File: src/hw/ict_pkg.sv
// Shared types and constants for the instruction cycle timing block.
// Assumes one core clock; the form code is decoded elsewhere in the core.
package ict_pkg;

    // Width of every clock and bus cycle count.
    localparam int CW = 8;

    // Fixed step times in core clocks.
    localparam logic [CW-1:0] SAVE_CLKS     = 8'h03;
    localparam logic [CW-1:0] LONG_ADD_CLKS = 8'h02;
    localparam logic [CW-1:0] ONE_CLK       = 8'h01;
    localparam logic [CW-1:0] ZERO_CLK      = 8'h00;

    // Memory bus cycle length that the table figures assume, in clocks.
    localparam logic [CW-1:0] BUS_CYCLE_CLKS = 8'h02;

    // External bus width that the table figures assume, in bits.
    localparam int BUS_WIDTH_BITS = 16;

    // Instruction forms whose timing this block knows.
    typedef enum logic [5:0] {
        F_MOVE_QUICK,
        F_ADDQ_REG, F_ADDQ_MEM, F_SUBQ_REG, F_SUBQ_MEM,
        F_IMM_REG, F_IMM_MEM,
        F_DEC_ADD_REG, F_DEC_ADD_MEM, F_DEC_SUB_REG, F_DEC_SUB_MEM,
        F_BIN_ADD_REG, F_BIN_ADD_MEM, F_BIN_SUB_REG, F_BIN_SUB_MEM,
        F_CMP_MEM,
        F_CLR_REG, F_CLR_MEM, F_UNARY_REG, F_UNARY_MEM, F_EXT_REG, F_TST_MEM,
        F_NEG_DEC_REG, F_NEG_DEC_MEM, F_SET_COND_REG, F_SET_COND_MEM,
        F_TAS_REG, F_TAS_MEM,
        F_SHIFT_IMM, F_SHIFT_MEM, F_ROT_EXT_MEM,
        F_MUL_LONG, F_DIVU_LONG, F_DIVS_LONG
    } ict_form_t;

    // One table entry: overlap, totals, bus cycle counts and handling flags.
    typedef struct packed {
        logic [CW-1:0] head;
        logic [CW-1:0] tail;
        logic [CW-1:0] total;
        logic [CW-1:0] reads;
        logic [CW-1:0] prefetches;
        logic [CW-1:0] writes;
        logic          long_grows;
        logic          needs_ea;
        logic          needs_imm;
        logic          has_save;
        logic          is_max;
        logic          known;
    } ict_entry_t;

    // Sequencer phases.
    typedef enum logic [1:0] {
        PH_IDLE,
        PH_SAVE,
        PH_EA,
        PH_OPER
    } ict_phase_t;

endpackage

File: src/hw/ict_lookup_if.sv
// Carrier between the sequencer and its timing table.
// Assumes both ends run in the same module hierarchy, no clock inside.
`timescale 1ns/100ps
interface ict_lookup_if;
    import ict_pkg::*;

    ict_form_t  form;
    logic       is_long;
    ict_entry_t entry;

    modport asker (output form, output is_long, input entry);
    modport table_end (input form, input is_long, output entry);
endinterface

File: src/hw/ict_form_table.sv
// Combinational timing table for immediate, decimal, extended, single-operand and shift forms.
// Assumes the asker holds form and size steady for the cycle in which it samples the entry.
`timescale 1ns/100ps
module ict_form_table
    import ict_pkg::*;
(
    // Lookup carrier.
    ict_lookup_if.table_end lk
);

    // Builds one entry from its printed figures.
    function automatic ict_entry_t mk(input logic [CW-1:0] h, input logic [CW-1:0] t, input logic [CW-1:0] c,
                                      input logic [CW-1:0] r, input logic [CW-1:0] w, input logic lg,
                                      input logic ea, input logic im, input logic sv, input logic mx);
        ict_entry_t e;
        e.head       = h;
        e.tail       = t;
        e.total      = c;
        e.reads      = r;
        e.prefetches = ONE_CLK;
        e.writes     = w;
        e.long_grows = lg;
        e.needs_ea   = ea;
        e.needs_imm  = im;
        e.has_save   = sv;
        e.is_max     = mx;
        e.known      = 1'b1;
        return e;
    endfunction

    ict_entry_t base;

    // Table selection; shift forms carry one time whatever the shift count.
    always_comb begin
        base = '0;
        unique case (lk.form)
            F_MOVE_QUICK:   base = mk(8'h00, 8'h00, 8'h02, 8'h00, 8'h00, 1'b0, 1'b0, 1'b0, 1'b0, 1'b0);
            F_ADDQ_REG,
            F_SUBQ_REG:     base = mk(8'h00, 8'h00, 8'h02, 8'h00, 8'h00, 1'b0, 1'b1, 1'b0, 1'b0, 1'b0);
            F_ADDQ_MEM,
            F_SUBQ_MEM:     base = mk(8'h00, 8'h03, 8'h05, 8'h00, 8'h01, 1'b1, 1'b1, 1'b0, 1'b0, 1'b0);
            F_IMM_REG:      base = mk(8'h00, 8'h00, 8'h02, 8'h00, 8'h00, 1'b0, 1'b1, 1'b1, 1'b0, 1'b0);
            F_IMM_MEM:      base = mk(8'h00, 8'h03, 8'h05, 8'h00, 8'h01, 1'b1, 1'b1, 1'b1, 1'b0, 1'b0);
            F_DEC_ADD_REG,
            F_DEC_SUB_REG:  base = mk(8'h02, 8'h00, 8'h04, 8'h00, 8'h00, 1'b0, 1'b0, 1'b0, 1'b0, 1'b0);
            F_DEC_ADD_MEM:  base = mk(8'h02, 8'h02, 8'h0c, 8'h02, 8'h01, 1'b0, 1'b0, 1'b0, 1'b0, 1'b0);
            F_DEC_SUB_MEM:  base = mk(8'h02, 8'h02, 8'h0c, 8'h02, 8'h01, 1'b0, 1'b0, 1'b0, 1'b0, 1'b0);
            F_BIN_ADD_REG,
            F_BIN_SUB_REG:  base = mk(8'h00, 8'h00, 8'h02, 8'h00, 8'h00, 1'b0, 1'b0, 1'b0, 1'b0, 1'b0);
            F_BIN_ADD_MEM:  base = mk(8'h02, 8'h02, 8'h0a, 8'h02, 8'h01, 1'b0, 1'b0, 1'b0, 1'b0, 1'b0);
            F_BIN_SUB_MEM:  base = mk(8'h02, 8'h02, 8'h0a, 8'h02, 8'h01, 1'b0, 1'b0, 1'b0, 1'b0, 1'b0);
            F_CMP_MEM:      base = mk(8'h01, 8'h00, 8'h08, 8'h02, 8'h00, 1'b0, 1'b0, 1'b0, 1'b0, 1'b0);
            F_CLR_REG,
            F_UNARY_REG,
            F_EXT_REG:      base = mk(8'h00, 8'h00, 8'h02, 8'h00, 8'h00, 1'b0, 1'b0, 1'b0, 1'b0, 1'b0);
            F_CLR_MEM:      base = mk(8'h00, 8'h02, 8'h04, 8'h00, 8'h01, 1'b1, 1'b1, 1'b0, 1'b0, 1'b0);
            F_UNARY_MEM:    base = mk(8'h00, 8'h03, 8'h05, 8'h00, 8'h01, 1'b1, 1'b1, 1'b0, 1'b0, 1'b0);
            F_TST_MEM:      base = mk(8'h00, 8'h00, 8'h02, 8'h00, 8'h00, 1'b0, 1'b1, 1'b0, 1'b0, 1'b0);
            F_NEG_DEC_REG,
            F_SET_COND_REG: base = mk(8'h02, 8'h00, 8'h04, 8'h00, 8'h00, 1'b0, 1'b0, 1'b0, 1'b0, 1'b0);
            F_NEG_DEC_MEM:  base = mk(8'h00, 8'h02, 8'h06, 8'h00, 8'h01, 1'b0, 1'b1, 1'b0, 1'b0, 1'b0);
            F_SET_COND_MEM: base = mk(8'h02, 8'h02, 8'h06, 8'h00, 8'h01, 1'b0, 1'b1, 1'b0, 1'b0, 1'b0);
            F_TAS_REG:      base = mk(8'h04, 8'h00, 8'h06, 8'h00, 8'h00, 1'b0, 1'b0, 1'b0, 1'b0, 1'b0);
            F_TAS_MEM:      base = mk(8'h01, 8'h00, 8'h0a, 8'h00, 8'h01, 1'b0, 1'b1, 1'b0, 1'b0, 1'b0);
            F_SHIFT_IMM:    base = mk(8'h04, 8'h00, 8'h06, 8'h00, 8'h00, 1'b0, 1'b0, 1'b0, 1'b0, 1'b0);
            F_SHIFT_MEM,
            F_ROT_EXT_MEM:  base = mk(8'h00, 8'h02, 8'h06, 8'h00, 8'h01, 1'b0, 1'b1, 1'b0, 1'b0, 1'b0);
            F_MUL_LONG:     base = mk(8'h02, 8'h00, 8'h34, 8'h00, 8'h00, 1'b0, 1'b1, 1'b0, 1'b1, 1'b1);
            F_DIVU_LONG:    base = mk(8'h02, 8'h00, 8'h2e, 8'h00, 8'h00, 1'b0, 1'b1, 1'b0, 1'b1, 1'b1);
            F_DIVS_LONG:    base = mk(8'h02, 8'h00, 8'h3e, 8'h00, 8'h00, 1'b0, 1'b1, 1'b0, 1'b1, 1'b1);
            default:        base = '0;
        endcase
    end

    // A long operand on an entry marked long_grows doubles the write cycles and adds two clocks to tail and total.
    always_comb begin
        lk.entry = base;
        if (lk.is_long && base.long_grows) begin
            lk.entry.writes = CW'(base.writes << 1);
            lk.entry.tail   = base.tail + LONG_ADD_CLKS;
            lk.entry.total  = base.total + LONG_ADD_CLKS;
        end
    end

endmodule

File: src/hw/ict_timing.sv
// Instruction cycle timing sequencer: reports and paces each decoded instruction form.
// Assumes a two-clock, 16-bit external memory bus whose wait request arrives from a pin.
//
// What this block does
// - Long operands double write cycles on entries marked long_grows, adding two clocks to tail and total.
// - Timing figures apply with the external bus running 16 bits wide.
// - Shift and rotate times ignore shift count for the forms handled here.
// - Long multiply and divide skip the save step when the source is a data register.
// - Immediate-source forms add immediate fetch time to address and operation time.
// - Signed and unsigned divide take different times; is_signed itself changes no time.
// - Entries marked as maxima raise time_is_max and are still paced for their full listed time.
// - Save, then address, then operation time, strictly in that order.
// - Decimal and extended forms carry complete times, no address time added.
// - Decimal add on predecremented memory: 12 clocks, 2/1/1, head 2 tail 2.
// - Decimal subtract on predecremented memory: 12 clocks, 2/1/1, head 2 tail 2.
// - Binary add-extend on predecremented memory: 10 clocks, 2/1/1, head 2 tail 2.
// - Binary subtract-extend on predecremented memory: 10 clocks, 2/1/1, head 2 tail 2.
`timescale 1ns/100ps
module ict_timing
    import ict_pkg::*;
(
    // Clock and reset.
    input  wire logic          clk_sys,
    input  wire logic          rstn,
    // Instruction request from decode.
    input  wire logic          start,
    input  wire ict_form_t     form,
    input  wire logic          is_long,
    input  wire logic          src_is_dreg,
    input  wire logic          is_signed,
    input  wire logic [CW-1:0] ea_clks,
    input  wire logic [CW-1:0] imm_clks,
    // Memory bus wait request pin.
    input  wire logic          bus_wait,
    // Strap telling that the bus runs in 16-bit mode.
    input  wire logic          bus16_mode,
    // Timing report and pacing.
    output logic               busy,
    output logic               done,
    output logic               form_known,
    output logic               time_is_max,
    output logic               timing_valid,
    output logic [CW-1:0]      head_clks,
    output logic [CW-1:0]      tail_clks,
    output logic [CW-1:0]      total_clks,
    output logic [CW-1:0]      read_cycles,
    output logic [CW-1:0]      prefetch_cycles,
    output logic [CW-1:0]      write_cycles,
    output logic [CW-1:0]      elapsed_clks
);

    typedef struct packed {
        ict_phase_t    phase;
        logic [CW-1:0] cnt;
        logic [CW-1:0] ea_left;
        logic [CW-1:0] oper_left;
        logic          wait_s1;
        logic          wait_s2;
        logic          mode_s1;
        logic          mode_s2;
        logic          busy;
        logic          done;
        logic          known;
        logic          is_max;
        logic          valid;
        logic [CW-1:0] head;
        logic [CW-1:0] tail;
        logic [CW-1:0] total;
        logic [CW-1:0] reads;
        logic [CW-1:0] pref;
        logic [CW-1:0] writes;
        logic [CW-1:0] elapsed;
    } ict_state_t;

    ict_state_t st_r;
    ict_state_t st_nxt;

    ict_lookup_if lk ();

    // Timing table for the form presented by decode.
    ict_form_table u_table (
        .lk (lk)
    );

    // Signedness does not select a different entry.
    assign lk.form    = form;
    assign lk.is_long = is_long;

    // Chooses the first phase that has time left, keeping save, address, operation order.
    function automatic ict_phase_t first_phase(input logic [CW-1:0] sv, input logic [CW-1:0] ea,
                                               input logic [CW-1:0] op);
        if (sv != ZERO_CLK) begin
            return PH_SAVE;
        end
        if (ea != ZERO_CLK) begin
            return PH_EA;
        end
        if (op != ZERO_CLK) begin
            return PH_OPER;
        end
        return PH_IDLE;
    endfunction

    // Adds one clock to a count; the count wraps at its own width.
    function automatic logic [CW-1:0] inc1(input logic [CW-1:0] v);
        return CW'(v + ONE_CLK);
    endfunction

    // Takes one clock off a count.
    function automatic logic [CW-1:0] dec1(input logic [CW-1:0] v);
        return CW'(v - ONE_CLK);
    endfunction

    // Next-state logic: load on start, then count each phase down in order.
    always_comb begin
        logic [CW-1:0] sv_t;
        logic [CW-1:0] ea_t;
        logic [CW-1:0] op_t;
        logic          last;
        sv_t   = ZERO_CLK;
        ea_t   = ZERO_CLK;
        op_t   = ZERO_CLK;
        last   = 1'b0;
        st_nxt = st_r;
        // Two-flop synchronisers; only the second stage is read by the logic.
        st_nxt.wait_s1 = bus_wait;
        st_nxt.wait_s2 = st_r.wait_s1;
        st_nxt.mode_s1 = bus16_mode;
        st_nxt.mode_s2 = st_r.mode_s1;
        st_nxt.done    = 1'b0;
        unique case (st_r.phase)
            PH_IDLE: begin
                if (start) begin
                    // Long multiply and divide save nothing when the source is a data register.
                    sv_t = (lk.entry.has_save && !src_is_dreg) ? SAVE_CLKS : ZERO_CLK;
                    ea_t = lk.entry.needs_ea ? ea_clks : ZERO_CLK;
                    ea_t = lk.entry.needs_imm ? CW'(ea_t + imm_clks) : ea_t;
                    op_t = lk.entry.total;
                    // Report fields stand until the next taken start.
                    st_nxt.known   = lk.entry.known;
                    st_nxt.is_max  = lk.entry.is_max;
                    st_nxt.valid   = st_r.mode_s2;
                    st_nxt.head    = lk.entry.head;
                    st_nxt.tail    = lk.entry.tail;
                    st_nxt.total   = CW'(sv_t + ea_t + op_t);
                    st_nxt.reads   = lk.entry.reads;
                    st_nxt.pref    = lk.entry.prefetches;
                    st_nxt.writes  = lk.entry.writes;
                    st_nxt.elapsed = ZERO_CLK;
                    st_nxt.ea_left   = ea_t;
                    st_nxt.oper_left = op_t;
                    st_nxt.phase   = first_phase(sv_t, ea_t, op_t);
                    st_nxt.cnt     = (sv_t != ZERO_CLK) ? sv_t : ((ea_t != ZERO_CLK) ? ea_t : op_t);
                    st_nxt.busy    = (st_nxt.phase != PH_IDLE);
                end
            end
            PH_SAVE: begin
                st_nxt.elapsed = inc1(st_r.elapsed);
                if (st_r.cnt == ONE_CLK) begin
                    // Save step is over; address time follows, then the operation.
                    st_nxt.phase = first_phase(ZERO_CLK, st_r.ea_left, st_r.oper_left);
                    st_nxt.cnt   = (st_r.ea_left != ZERO_CLK) ? st_r.ea_left : st_r.oper_left;
                end else begin
                    st_nxt.cnt = dec1(st_r.cnt);
                end
            end
            PH_EA: begin
                st_nxt.elapsed = inc1(st_r.elapsed);
                if (st_r.cnt == ONE_CLK) begin
                    // Address time is over; the operation follows.
                    st_nxt.phase = first_phase(ZERO_CLK, ZERO_CLK, st_r.oper_left);
                    st_nxt.cnt   = st_r.oper_left;
                end else begin
                    st_nxt.cnt = dec1(st_r.cnt);
                end
            end
            PH_OPER: begin
                st_nxt.elapsed = inc1(st_r.elapsed);
                // A slow memory holds the count, so execution runs longer than listed.
                if (!st_r.wait_s2) begin
                    last = (st_r.cnt == ONE_CLK);
                    st_nxt.cnt = dec1(st_r.cnt);
                end
                // Last operation clock releases busy and pulses done once.
                if (last) begin
                    st_nxt.phase = PH_IDLE;
                    st_nxt.busy  = 1'b0;
                    st_nxt.done  = 1'b1;
                end
            end
        endcase
        if (is_signed && 1'b0) begin
            st_nxt.known = 1'b0;
        end
    end

    // State register.
    always_ff @(posedge clk_sys or negedge rstn) begin
        if (!rstn) begin
            st_r <= '0;
        end else begin
            st_r <= st_nxt;
        end
    end

    // Outputs straight from the state register.
    assign busy            = st_r.busy;
    assign done            = st_r.done;
    assign form_known      = st_r.known;
    assign time_is_max     = st_r.is_max;
    assign timing_valid    = st_r.valid;

    // Report counts, standing until the next taken start, and the elapsed count that runs while busy.
    assign head_clks       = st_r.head;
    assign tail_clks       = st_r.tail;
    assign total_clks      = st_r.total;
    assign read_cycles     = st_r.reads;
    assign prefetch_cycles = st_r.pref;
    assign write_cycles    = st_r.writes;
    assign elapsed_clks    = st_r.elapsed;

endmodule

File: config.mk
export PLATFORM = sky130hd
export DESIGN_NAME = ict_timing
export DESIGN_NICKNAME = d
export VERILOG_FILES = /design/src/hw/ict_pkg.sv /design/src/hw/ict_lookup_if.sv /design/src/hw/ict_form_table.sv /design/src/hw/ict_timing.sv
export SDC_FILE = /design/constraint.sdc
export NUM_CORES = 1
export LEC_CHECK = 0
export ABC_CLOCK_PERIOD_IN_PS = 2300
export BUFFER_PORTS_ARGS = -buffer_cell sky130_fd_sc_hd__buf_2
export CORE_MARGIN = 1.5
export CORE_UTILIZATION = 25
export CTS_CLUSTER_DIAMETER = 80
export DETAILED_ROUTE_END_ITERATION = 12
export HOLD_SLACK_MARGIN = 0.08
export SYNTH_ARGS = -nofsm -noshare
export SYNTH_HDL_FRONTEND = slang
export SYNTH_SLANG_ARGS = --single-unit
File: constraint.sdc
create_clock -name clk_sys -period 2.3 [get_ports clk_sys]
set_input_delay 0.46 -clock clk_sys [delete_from_list [all_inputs] [get_ports clk_sys]]
set_output_delay 0.46 -clock clk_sys [all_outputs]
set_load 0.01 [all_outputs]
==> metrics.cfg <==
[grt]
grt_pass1_vias = 4528
grt_antenna_before_repair = 0
grt_usage_pct = 13.92
grt_max_degree = 59
overflow = 0
grt_pass1_wl_um = 22490

[clock_network]
path_clk_slew_ns = 0.05
cts_tree = done
cts_sinks = 58
cts.path.max_buffers = 2
cts_hold_buf = 0
cts_root_buffer = clkbuf_16
cts_buffers = 9
clock_latency_ns = 0.33
htree_levels = 3

[finish]
nets = 781
fin_util_pct = 34.57
area_growth_syn_to_layout_pct = 36.21
multi_input_area_um2 = 3193
n_fill_cell = 2033
seqCellArea_um2 = 1451
diodes = 0
drive_above_1_share_pct = 38.37

[yosys]
avgSynthCellArea_um2 = 8.490
yosys_warnings = 0
syn_inst = 578
synth.top_cell.area_share_pct = 29.58
synthArstFlopShare_pct = 100.0
synth_commonest_cells = nand2_1 (72), buf_4 (59), dfrtp_1 (58)
post-synth-top-count-cell = nand2_1
ys_ff_latch = 58
synth_seq_area_share_pct = 29.58
synth_area_um2 = 4907
synthTopCellsByArea = dfrtp_1 (30%), buf_4 (9.0%), ha_1 (7.6%), nand2_1 (5.5%), o21ai_0 (5.1%)
ys_types = 83
synth_largest_area_cell = dfrtp_1
synth_ff_type = dfrtp_1
synth_edf_count = 0

[timing]
hold_violations = 0
fmax_ghz = 0.2400
worst_clock_skew_ns = 0.006112
timing_worst_slew_pin_value_ns = 0.5911
setup_ws_ns = -1.867
rsz0062_at_grt = yes
slew_headroom_pct = 60.45
setup_viol = 26
finalCritPeriodShare_pct = 181.2
period_minus_slack_ns = 4.167
slew_violations = 0

[critical_path]
cp_top_family = compound AO/OA/AOI/OAI gates
critPathSlowestCell = fa_1
worstPathRequired_ns = 2.51
cp.arrival_ns = 4.38
start_kind = input port
critical_path.endpoint_type = flip-flop
path_buf_inv = 4
crit_path_max_incr_delay_ns = 0.46
path_class = input port to flip-flop
r2r_setup_slack_ns = 0.18
path_max_fanout = 3
path_cells = buf_8 -> clkinvlp_4 -> ha_4 -> buf_6 -> and3b_2 -> o21ai_4 -> a31oi_4 -> and2_4 -> ha_4 -> fa_1 -> buf_4 -> a21o_1 -> a211oi_2 -> nor3_1 -> a31o_2 -> ha_1 -> ha_1 -> o21ai_2 -> a21boi_2 -> o21a_1 -> o311ai_2 -> a31oi_1

[place]
routabilityCongestion = 0.8807
hpwl_um = 10510
port_buffers = 59
preCtsSetupSlack_ns = -2.391

[hold_path]
hold_path.class = input port to asynchronous set/reset pin

[routing]
ant_nets = 0
first_pass_iters = 4
vias = 4555
wl_per_cell_um = 13.94
wl_um = 13760
drt-initial-drc-count = 317
drc = 0
via_per_inst = 4.615

[floorplan]
ios = 91
coreArea_um2 = 19330
fp.dieH_um = 143.1
start_util_pct = 25.38
placementRows = 51
fp.dieArea_um2 = 20480
die_x_um = 143.1

[outcome]
outcome = complete, but fails checks
violations = setup timing

[pwr]
combPwrFrac_pct = 45.7
pwr-share-clk_pct = 23.9
p_seq_share_pct = 30.4
p_switching_uw = 2287
internal_power_uw = 3485
ir_worst_vdd_mv = 0.4915
swShare_pct = 39.63
cellLeakagePower_uw = 0.003148
powerDensity_nw_per_um2 = 863.5

[job]
maxCapViolations = 0

## layer usage
layer	global-route usage, %	vias to the layer above	wire, um
met5	0	-	0
met4	4.069	0	207
met3	3.219	19	720
met2	22.40	110	6312
met1	18.50	2162	6515
li1	-	2264	-
## cells by family after synthesis
| logic type | synth area share, % |
|---|---|
| AOI/OAI and AO/OA | 22.92 |
| other | 0.07642 |
| DFF | 29.58 |
| and+or+nand+nor | 20.27 |
| muxes | 1.555 |
| adders and majority gates | 9.281 |
| buffers and inverters | 14.18 |
| xor gates and xnor gates | 2.142 |
## state kept, by name, indices dropped and copies added, names as in the netlist, 2 cells and up
signal        cells
st_nxt            2
total_clks        8
write_cycles      2
st_r             27
head_clks         3
elapsed_clks      8
tail_clks         2
## cell usage in the layout, fill, tap and decap left out, types with 4 or more instances in the layout
master and instances:
and2_1 7, nand2_1 70, o21ai_2 7, xnor2_1 5, nor3_2 5, buf_2 58, xor2_1 5, ha_4 9
clkbuf_16 9, and3_1 5, inv_2 5, a21o_1 12, inv_1 20, buf_6 7, nor2_1 34, nand3_1 5
nand4_1 8, dfrtp_1 58, conb_1 31, a211oi_2 4, o21a_1 6, o21ai_1 5, nor3_1 9, and2_4 4
or2_2 4, a211o_1 6, o21ai_0 38, a31oi_1 12, a21oi_1 25, nand2b_1 9, buf_4 114, ha_1 19
## power by group through the flow
stage               Combinational, uW  Clock (uW)  Sequential (uW)
global route                     2950        1460             1800
floorplan                        1840           0             1660
global placement                 2480           0             1760
CTS                              2580        1400             1750
detailed placement               2510           0             1760
finish                           2640        1380             1750
## through the flow
stage / cell area (um2) / TNS, ns / power (uW) / hold WS [ns] / cells
floorplan: 5141 / -35.90 / 3504 / 0.1644 / 608
global placement: 6020 / -39.48 / 4240 / 0.3351 / 956
detailed placement: 6020 / -41.40 / 4274 / 0.3365 / 956
CTS: 6516 / -29.01 / 5738 / 0.1385 / 982
global route: 6684 / -33.81 / 6212 / 0.1431 / 987
finish: 6684 / -29.32 / 5772 / 0.1292 / 987
## path summary, 6_finish.rpt
path / startpoint / cells after the start / endpoint
max: form[1] / 22 / total_clks[7]
min: rstn / 2 / elapsed_clks[6]
max reg2reg: st_r[84] / 7 / st_r[81]
min reg2reg: st_nxt[63] / 0 / st_r[63]
max in group asynchronous: rstn / 2 / head_clks[1]
min in group clk_sys: bus16_mode / 1 / st_nxt[61]
## layout make-up
cell class | count | area share (%)
Multi-Input combinational cell | 439 | 47.77
Sequential cell | 58 | 21.71
Timing Repair Buffer | 183 | 19.45
Tap cell | 265 | 4.961
Clock buffer | 12 | 3.838
Inverter | 26 | 1.516
Clock inverter | 4 | 0.7488
## repair_timing
| action | CTS | global route |
|---|---|---|
| pin swaps | 20 | 20 |
| resized for setup | 30 | 33 |
| endpoints found under the setup margin | 27 | 29 |
| buffers inserted | 11 | 7 |
No activity file was read; power rests on OpenSTA's default activity.
